$ cat config.mk
export PLATFORM = sky130hd
export DESIGN_NAME = phsr_regs
export DESIGN_NICKNAME = d
export VERILOG_FILES = /design/src/logic/phsr_pkg.sv /design/src/logic/phsr_evt_if.sv /design/src/logic/phsr_events.sv /design/src/logic/phsr_regs.sv
export SDC_FILE = /design/constraint.sdc
export NUM_CORES = 1
export LEC_CHECK = 0
export BUFFER_PORTS_ARGS = -buffer_cell sky130_fd_sc_hd__buf_2
export CORE_AREA = 2 2 68 70
export DETAILED_ROUTE_END_ITERATION = 10
export DIE_AREA = 0 0 70 72
export GPL_ROUTABILITY_DRIVEN = 0
export PLACE_DENSITY = 0.72
export SYNTH_ARGS = -nofsm -noshare
export SYNTH_HDL_FRONTEND = slang
export SYNTH_SLANG_ARGS = --single-unit
export TNS_END_PERCENT = 30
$ cat constraint.sdc
create_clock -name ref_clk -period 1.64 [get_ports ref_clk]
set_clock_uncertainty 0.15 [all_clocks]
set_input_delay 0.082 -clock ref_clk [delete_from_list [all_inputs] [get_ports ref_clk]]
set_output_delay 0.082 -clock ref_clk [all_outputs]
set_load 0.01 [all_outputs]
$ cat src/logic/phsr_pkg.sv
// constants of the hot-plug slot control and event status registers
// assumes one 20 MHz bridge clock and a byte-addressed config access port
package phsr_pkg;
   localparam logic [7:0] CTRL_OFFSET = 8'h70;
   localparam logic [7:0] STAT_OFFSET = 8'h72;
   localparam logic [15:0] CTRL_RESET = 16'h07c0;
   localparam logic [15:0] STAT_RESET = 16'h0000;
   localparam logic [15:0] CTRL_WR_MASK = 16'h1fff;
   localparam logic [15:0] STAT_W1C_MASK = 16'h011f;
   // status bit positions
   localparam int ST_BUTTON = 0;
   localparam int ST_FAULT = 1;
   localparam int ST_LATCH = 2;
   localparam int ST_PRESENCE = 3;
   localparam int ST_CMD_DONE = 4;
   localparam int ST_LATCH_STATE = 5;
   localparam int ST_PRESENT = 6;
   localparam int ST_LINK = 8;
   // control bit positions
   localparam int CT_BUTTON_EN = 0;
   localparam int CT_FAULT_EN = 1;
   localparam int CT_LATCH_EN = 2;
   localparam int CT_PRESENCE_EN = 3;
   localparam int CT_CMD_DONE_EN = 4;
   localparam int CT_MASTER_EN = 5;
   localparam int CT_ALERT_LO = 6;
   localparam int CT_POWER_LAMP_LO = 8;
   localparam int CT_POWER_OFF = 10;
   localparam int CT_INTERLOCK = 11;
   localparam int CT_LINK_EN = 12;
   // indicator field codes
   localparam logic [1:0] LAMP_ON = 2'h1;
   localparam logic [1:0] LAMP_BLINK = 2'h2;
   localparam logic [1:0] LAMP_OFF = 2'h3;
   // cycles after reset before slot edges count as events
   localparam logic [1:0] SETTLE_CYCLES = 2'h3;
endpackage

$ cat src/logic/phsr_evt_if.sv
// slot events and levels passed from the pin detector to the registers
// assumes both ends run on ref_clk
`timescale 1ns/1ps
interface phsr_evt_if;
   logic button_press;
   logic power_fault;
   logic latch_change;
   logic presence_change;
   logic cmd_done;
   logic link_change;
   logic latch_state;
   logic presence_state;
   modport src (output button_press, power_fault, latch_change,
      presence_change, cmd_done, link_change, latch_state, presence_state);
   modport dst (input button_press, power_fault, latch_change,
      presence_change, cmd_done, link_change, latch_state, presence_state);
endinterface

$ cat src/logic/phsr_events.sv
// slot pin synchroniser and edge detector producing one-cycle events
// assumes slot pins are asynchronous and link_active is on ref_clk
`timescale 1ns/1ps
module phsr_events (
   input wire logic ref_clk,
   input wire logic reset_n,
   input wire logic attn_button_pin,
   input wire logic power_fault_pin,
   input wire logic latch_open_pin,
   input wire logic presence_pin,
   input wire logic cmd_done_pin,
   input wire logic link_active,
   phsr_evt_if.src evt
);
   // order: button, fault, latch, presence, command done
   logic [4:0] sync_a;
   logic [4:0] sync_b;
   logic [4:0] prev;
   logic link_prev;
   logic [1:0] settle;
   logic [1:0] next_settle;
   logic armed;

   always_ff @(posedge ref_clk or negedge reset_n) begin
      if (!reset_n) begin
         sync_a <= 5'h00;
         sync_b <= 5'h00;
         prev <= 5'h00;
         link_prev <= 1'b0;
         settle <= 2'h0;
      end else begin
         sync_a <= {cmd_done_pin, presence_pin, latch_open_pin,
            power_fault_pin, attn_button_pin};
         sync_b <= sync_a;
         prev <= sync_b;
         link_prev <= link_active;
         settle <= next_settle;
      end
   end

   always_comb begin
      armed = (settle == phsr_pkg::SETTLE_CYCLES);
      next_settle = armed ? settle : settle + 2'h1;
      evt.button_press = armed && sync_b[0] && !prev[0];
      evt.power_fault = armed && sync_b[1] && !prev[1];
      evt.latch_change = armed && (sync_b[2] != prev[2]);
      evt.presence_change = armed && (sync_b[3] != prev[3]);
      evt.cmd_done = armed && sync_b[4] && !prev[4];
      evt.link_change = armed && (link_active != link_prev);
      evt.latch_state = sync_b[2];
      evt.presence_state = sync_b[3];
   end
endmodule // phsr_events

$ cat src/logic/phsr_regs.sv
// hot-plug slot control and event status registers of a root port
// assumes config accesses on ref_clk; slot pins arrive asynchronously
`timescale 1ns/1ps
module phsr_regs (
   input wire logic ref_clk,
   input wire logic reset_n,
   input wire logic [7:0] cfg_addr,
   input wire logic cfg_wr_en,
   input wire logic cfg_rd_en,
   input wire logic [1:0] cfg_be,
   input wire logic [15:0] cfg_wdata,
   output logic [15:0] cfg_rdata,
   output logic cfg_rd_valid,
   input wire logic attn_button_pin,
   input wire logic power_fault_pin,
   input wire logic latch_open_pin,
   input wire logic presence_pin,
   input wire logic cmd_done_pin,
   input wire logic link_active,
   output logic alert_lamp_on,
   output logic alert_lamp_blink,
   output logic power_lamp_on,
   output logic power_lamp_blink,
   output logic slot_power_en,
   output logic interlock_engage,
   output logic slot_irq
);
   phsr_evt_if evt ();

   phsr_events u_events (
      .ref_clk(ref_clk),
      .reset_n(reset_n),
      .attn_button_pin(attn_button_pin),
      .power_fault_pin(power_fault_pin),
      .latch_open_pin(latch_open_pin),
      .presence_pin(presence_pin),
      .cmd_done_pin(cmd_done_pin),
      .link_active(link_active),
      .evt(evt.src)
   );

   // byte enables to a 16-bit lane mask
   function automatic logic [15:0] lane_mask(input logic [1:0] be);
      lane_mask = {{8{be[1]}}, {8{be[0]}}};
   endfunction

   logic [15:0] slot_control;
   logic [15:0] next_slot_control;
   logic [15:0] slot_event_status;
   logic [15:0] next_slot_event_status;
   logic [15:0] next_cfg_rdata;
   logic next_cfg_rd_valid;
   logic next_alert_lamp_on;
   logic next_alert_lamp_blink;
   logic next_power_lamp_on;
   logic next_power_lamp_blink;
   logic next_slot_power_en;
   logic next_interlock_engage;
   logic next_slot_irq;
   logic [15:0] wr_mask;
   logic [15:0] clr_vec;
   logic [15:0] set_vec;
   logic [15:0] enable_vec;
   logic [15:0] status_view;
   logic ctrl_hit;
   logic stat_hit;
   logic [1:0] alert_field;
   logic [1:0] power_field;

   always_comb begin
      wr_mask = lane_mask(cfg_be);
      ctrl_hit = cfg_addr == phsr_pkg::CTRL_OFFSET;
      stat_hit = cfg_addr == phsr_pkg::STAT_OFFSET;
      next_slot_control = slot_control;
      if (cfg_wr_en && ctrl_hit) begin
         next_slot_control = (slot_control
            & ~(wr_mask & phsr_pkg::CTRL_WR_MASK))
            | (cfg_wdata & wr_mask & phsr_pkg::CTRL_WR_MASK);
      end
      // only ones written clear; zeros leave flags alone
      clr_vec = 16'h0000;
      if (cfg_wr_en && stat_hit) begin
         clr_vec = cfg_wdata & wr_mask & phsr_pkg::STAT_W1C_MASK;
      end
      set_vec = 16'h0000;
      set_vec[phsr_pkg::ST_BUTTON] = evt.button_press;
      set_vec[phsr_pkg::ST_FAULT] = evt.power_fault;
      set_vec[phsr_pkg::ST_LATCH] = evt.latch_change;
      set_vec[phsr_pkg::ST_PRESENCE] = evt.presence_change;
      set_vec[phsr_pkg::ST_CMD_DONE] = evt.cmd_done;
      set_vec[phsr_pkg::ST_LINK] = evt.link_change;
      // a new event wins over a clear in the same cycle
      next_slot_event_status = (slot_event_status & ~clr_vec) | set_vec;
      // per-flag enables lined up with the flag positions
      enable_vec = 16'h0000;
      enable_vec[phsr_pkg::ST_BUTTON] =
         slot_control[phsr_pkg::CT_BUTTON_EN];
      enable_vec[phsr_pkg::ST_FAULT] =
         slot_control[phsr_pkg::CT_FAULT_EN];
      enable_vec[phsr_pkg::ST_LATCH] = slot_control[phsr_pkg::CT_LATCH_EN];
      enable_vec[phsr_pkg::ST_PRESENCE] =
         slot_control[phsr_pkg::CT_PRESENCE_EN];
      enable_vec[phsr_pkg::ST_CMD_DONE] =
         slot_control[phsr_pkg::CT_CMD_DONE_EN];
      enable_vec[phsr_pkg::ST_LINK] =
         slot_control[phsr_pkg::CT_LINK_EN];
      next_slot_irq = slot_control[phsr_pkg::CT_MASTER_EN]
         && |(slot_event_status & enable_vec);
      alert_field = slot_control[phsr_pkg::CT_ALERT_LO +: 2];
      power_field = slot_control[phsr_pkg::CT_POWER_LAMP_LO +: 2];
      next_alert_lamp_on = alert_field == phsr_pkg::LAMP_ON;
      next_alert_lamp_blink = alert_field == phsr_pkg::LAMP_BLINK;
      next_power_lamp_on = power_field == phsr_pkg::LAMP_ON;
      next_power_lamp_blink = power_field == phsr_pkg::LAMP_BLINK;
      next_slot_power_en =
         !slot_control[phsr_pkg::CT_POWER_OFF];
      next_interlock_engage =
         slot_control[phsr_pkg::CT_INTERLOCK];
      status_view = slot_event_status;
      status_view[phsr_pkg::ST_LATCH_STATE] = evt.latch_state;
      status_view[phsr_pkg::ST_PRESENT] = evt.presence_state;
      next_cfg_rd_valid = cfg_rd_en;
      next_cfg_rdata = 16'h0000;
      if (cfg_rd_en && ctrl_hit) begin
         next_cfg_rdata = slot_control;
      end else if (cfg_rd_en && stat_hit) begin
         next_cfg_rdata = status_view;
      end
   end

   always_ff @(posedge ref_clk or negedge reset_n) begin
      if (!reset_n) begin
         slot_control <= phsr_pkg::CTRL_RESET;
         slot_event_status <= phsr_pkg::STAT_RESET;
         cfg_rdata <= 16'h0000;
         cfg_rd_valid <= 1'b0;
         alert_lamp_on <= 1'b0;
         alert_lamp_blink <= 1'b0;
         power_lamp_on <= 1'b0;
         power_lamp_blink <= 1'b0;
         slot_power_en <= 1'b0;
         interlock_engage <= 1'b0;
         slot_irq <= 1'b0;
      end else begin
         slot_control <= next_slot_control;
         slot_event_status <= next_slot_event_status;
         cfg_rdata <= next_cfg_rdata;
         cfg_rd_valid <= next_cfg_rd_valid;
         alert_lamp_on <= next_alert_lamp_on;
         alert_lamp_blink <= next_alert_lamp_blink;
         power_lamp_on <= next_power_lamp_on;
         power_lamp_blink <= next_power_lamp_blink;
         slot_power_en <= next_slot_power_en;
         interlock_engage <= next_interlock_engage;
         slot_irq <= next_slot_irq;
      end
   end
endmodule // phsr_regs

# Word-level counts from Yosys, hierarchy flattened
# Index checks and enable logic that the tools add are counted.
# totals
reg_bits	74
latchBits	0
ram_bits	0
mem_bits_ro	0
input_bits	36
n_memories	0
# op_classes
add_sub_neg	1
multipliers	0
div_mod_pow	0
order_cmp	0
eq_ne	10
shifts	0
n_mux	3
n_bitwise	8
n_reduce_logical	19
# op_table
operator	n
$and A16 B16 Y16	2
$mux W16	2
$and A16 B9 Y16	1
$eq A8 B7 Y1 const B	2
$not A13 Y16	1
$not A9 Y16	1
$or A16 B13 Y16	1
$or A16 B9 Y16	1
$reduce_or A16 Y1	1
$logic_and A1 B1 Y1	14
$and A13 B13 Y13	1
$mux W9	1
$eq A2 B2 Y1 const B	3
$eq A2 B1 Y1 const B	2
$logic_not A1 Y1	4
$ne A1 B1 Y1	3
$add A2 B1 Y2 const B	1

# Longest topological paths before layout
# depth
word_depth	6
ltp_mapped	5
ltp_nobuf	3

# By module
# From an unflattened synthesis, not the netlist that was laid out.
# hier_totals
hier_cells	152
area_unflattened_um2	2157.1
# modules_own_cells
mod	instances	cells_each	area_each_um2	seq_area_each_um2
phsr_regs	1	118	1590.3	1007.2
phsr_events	1	34	566.8	450.4

# Least setup slack after synthesis
# Ideal clock, no wire load.
# synth_path
kind	input -> register
start	input cfg_addr[0]
end	register (tool-made name)
setup_ns	0.125
t_arrival_ns	1.100
required_ns	1.365
slack_ns	0.265
cell_stages	3
n_path_buf	0
cell_sequence	nor4b_4 > nand4b_4 > mux2_2
# synth_lines
element	line	text
start, declared	phsr_regs.sv:7	input wire logic [7:0] cfg_addr,

# Worst setup path after layout
# layout_path
start	register u_events.settle[0]
end	register u_events.settle[1]
# layout_via
elab_chain_len	1
# layout_rtl
element	line	text
start, declared	phsr_events.sv:20	logic [1:0] settle;
start signal, assigned	phsr_events.sv:37	settle <= next_settle;
$add A2 B1 Y2 or $eq A2 B2 Y1 (tied branches)	phsr_events.sv:43, phsr_events.sv:42	
# Parallel ways exist; a longest one is shown, timed or not.
# A chain may end at the register's enable or synchronous reset.

==> results.cfg <==
[synthesis]
syn-instance-count = 140
yosysSeqAreaShare = 0.688
ys.flop_type = dfrtp_1
yosysUniqueCellTypes = 28
ys_warn_count = 0
syn_area_um2 = 2120
synth-edff-count = 0
synth_seq_cells = 58
async_flop_share = 1.00
synth_area_per_cell_um2 = 15.1
yosys-top-cells-area = dfrtp_1 63%, mux2_2 7.4%, dfstp_2 6.2%
synth_top_area_frac = 0.626
synth_top_area_cell = dfrtp_1

[pwr]
power_density_nw_per_um2 = 987
p_total_uw = 2840
p_leak_uw = 0.00146
vdd_drop_max_mv = 0.643

[final_layout]
fillers = 319
fin_nets = 263
drive_gt1_frac = 0.411
multiInputGateArea_um2 = 619
insertedDiodeCount = 0
syn_to_final_growth_pct = 35.7
final_core_util = 0.674
seq_area_um2 = 1460

[clocking]
htreeDepth = 3
clk_latency_ns = 0.32
cts_tree = done
clkTransAtPathRegs_ns = 0.06
numClockSinks = 58
clk_path_buf_depth = 2
cts_setup_buffers = 0
root_buffer = clkbuf_8
cts-buffers-inserted = 9
cts_resized = 0

[critical_path]
crit_required_ns = 1.69
r2r_slack_ns = 0.25
arrival_ns = 1.44
regToRegEndpoint = u_events.settle[1]$_DFFE_PN0N_
rr_worst_depth = 2
crit_type = reg2reg
critPathLaunchType = flop
reg2reg_from = u_events.settle[0]$_DFFE_PN0N_
critPathMaxFanout = 8
end_kind = flop

[timing]
rsz0062_at_grt = no
fin_tns_setup_ns = 0
fmax_mhz = 720
setup_violations = 0
fin_crit_sh = 0.847
min_period_ns = 1.39
finalMaxSlewViolations = 0
final_hold_viol_count = 0

[detailed_routing]
viasPerCell = 4.96
ant_nets = 0
drcViolationCount = 0
vias = 1404
dr.pass1.iters = 6
wire_per_inst_um = 14.6
drtIter0Drc = 42
routed_wl_um = 4130

[worst_hold_path]
min_path_cells = 3
hold_start = cfg_be[1]
hold_class = in2reg

[grt]
grt_pass1_vias = 1551
grt_pass1_wl_um = 7050
grt_max_degree = 40
track_usage = 0.184
grt.overflow.total = 0
antenna_found_initial = 0

[floorplan]
coreArea_um2 = 4260
die_w_um = 70
initial_core_util = 0.497
rows = 24
fp.dieH_um = 72
die_area_um2 = 5040
pin_count = 60

[status]
outcome = complete, no violations

[placement]
port_buffers = 53
hpwl_um = 2860

[job]
max-cap-violations = 0
-- critical path: stages (launching register included) --
cell and delay (ns):
dfrtp_1 0.37, ha_1 0.39, mux2_2 0.37
-- timing repair --
action / in CTS / in global routing
setup endpoints to repair: 0 / 0
hold endpoints to repair: 83 / 0
hold buffers: 22 / 0
-- cells in the mapped netlist, drive strengths merged, types with 2 or more instances --
cell and number:
a22o 3, a22oi 3, buf 4, clkbuf 4
dfrtp 53, dfstp 5, inv 2, mux2 14
mux2i 8, nand2 3, nand3 2, nand4 5
nand4b 2, nor2 8, nor2b 4, nor3 2
nor3b 4, o2bb2ai 3, xor2 3
-- through the flow --
step                area (um^2)  setup slack [ns]  hold WS (ns)  instances
floorplan                  2130             0.265        -0.364        142
global placement           2470             0.152        -0.106        245
detailed placement         2470            0.0875       -0.0943        245
CTS                        2880             0.250        0.0386        283
global route               2880             0.201        0.0632        283
finish                     2880             0.252        0.0496        283
-- layer usage --
layer  GRT usage  vias to the layer above  wire length [um]  part of all wire
li1            -                      654                 -                 -
met1       0.227                      709              1800              0.43
met2       0.302                       39              2090              0.51
met3      0.0444                        2               223             0.054
met4       0.103                        0                19            0.0046
met5           0                        -                 0                 0
-- cells by family after synthesis --
group | synth area share
XOR/XNOR | 0.0165
adder cells (fa/ha/maj) | 0.00590
buffers and inverters | 0.0236
other | 0.00177
multiplexers | 0.112
flip-flops | 0.688
AND/OR/NAND/NOR | 0.114
AO/OA/AOI/OAI | 0.0384
-- cell type report --
type,count,area share
flip-flops and latches,58,0.507
multi-input cells,74,0.215
repair buffers,81,0.189
clock buffers,14,0.0601
well taps,52,0.0226
clock inverters,2,0.00348
inverters,2,0.00261
-- power by group --
part	total, uW	internal [uW]	leakage, uW	switching, uW
registers	1490	1470	0.000705	16.3
logic	190	102	0.000664	87.8
clock network	1160	668	0.0000965	496
-- worst max-delay path by stage --
stage	end	cells after the start	startpoint
5_1_grt	u_events.settle[1]$_DFFE_PN0N_	2	u_events.settle[0]$_DFFE_PN0N_
3_3_place_gp	flop	4	cfg_addr[0]
6_report	u_events.settle[1]$_DFFE_PN0N_	2	u_events.settle[0]$_DFFE_PN0N_
2_1_floorplan	flop	3	cfg_addr[0]
3_5_place_dp	flop	4	cfg_addr[0]
4_1_cts	u_events.settle[1]$_DFFE_PN0N_	2	u_events.settle[0]$_DFFE_PN0N_
-- placed cells by master (no fill, tap or decap), drive strengths merged --
master	synthesis	final
a22o	3	3
a22oi	3	3
a31oi	1	1
and2	1	1
and3	1	1
and4b	1	1
buf	4	59
clkbuf	4	14
clkinv	0	2
conb	1	3
dfrtp	53	53
dfstp	5	5
dlygate4sd3	0	22
ha	1	1
inv	2	2
mux2	14	14
mux2i	8	8
nand2	3	3
nand3	2	2
nand4	5	5
nand4b	2	2
nor2	8	8
nor2b	4	4
nor3	2	2
nor3b	4	4
nor4b	1	1
o2bb2ai	3	3
xnor2	1	1
xor2	3	3
Note: power is estimated with default switching activity, not from simulation.
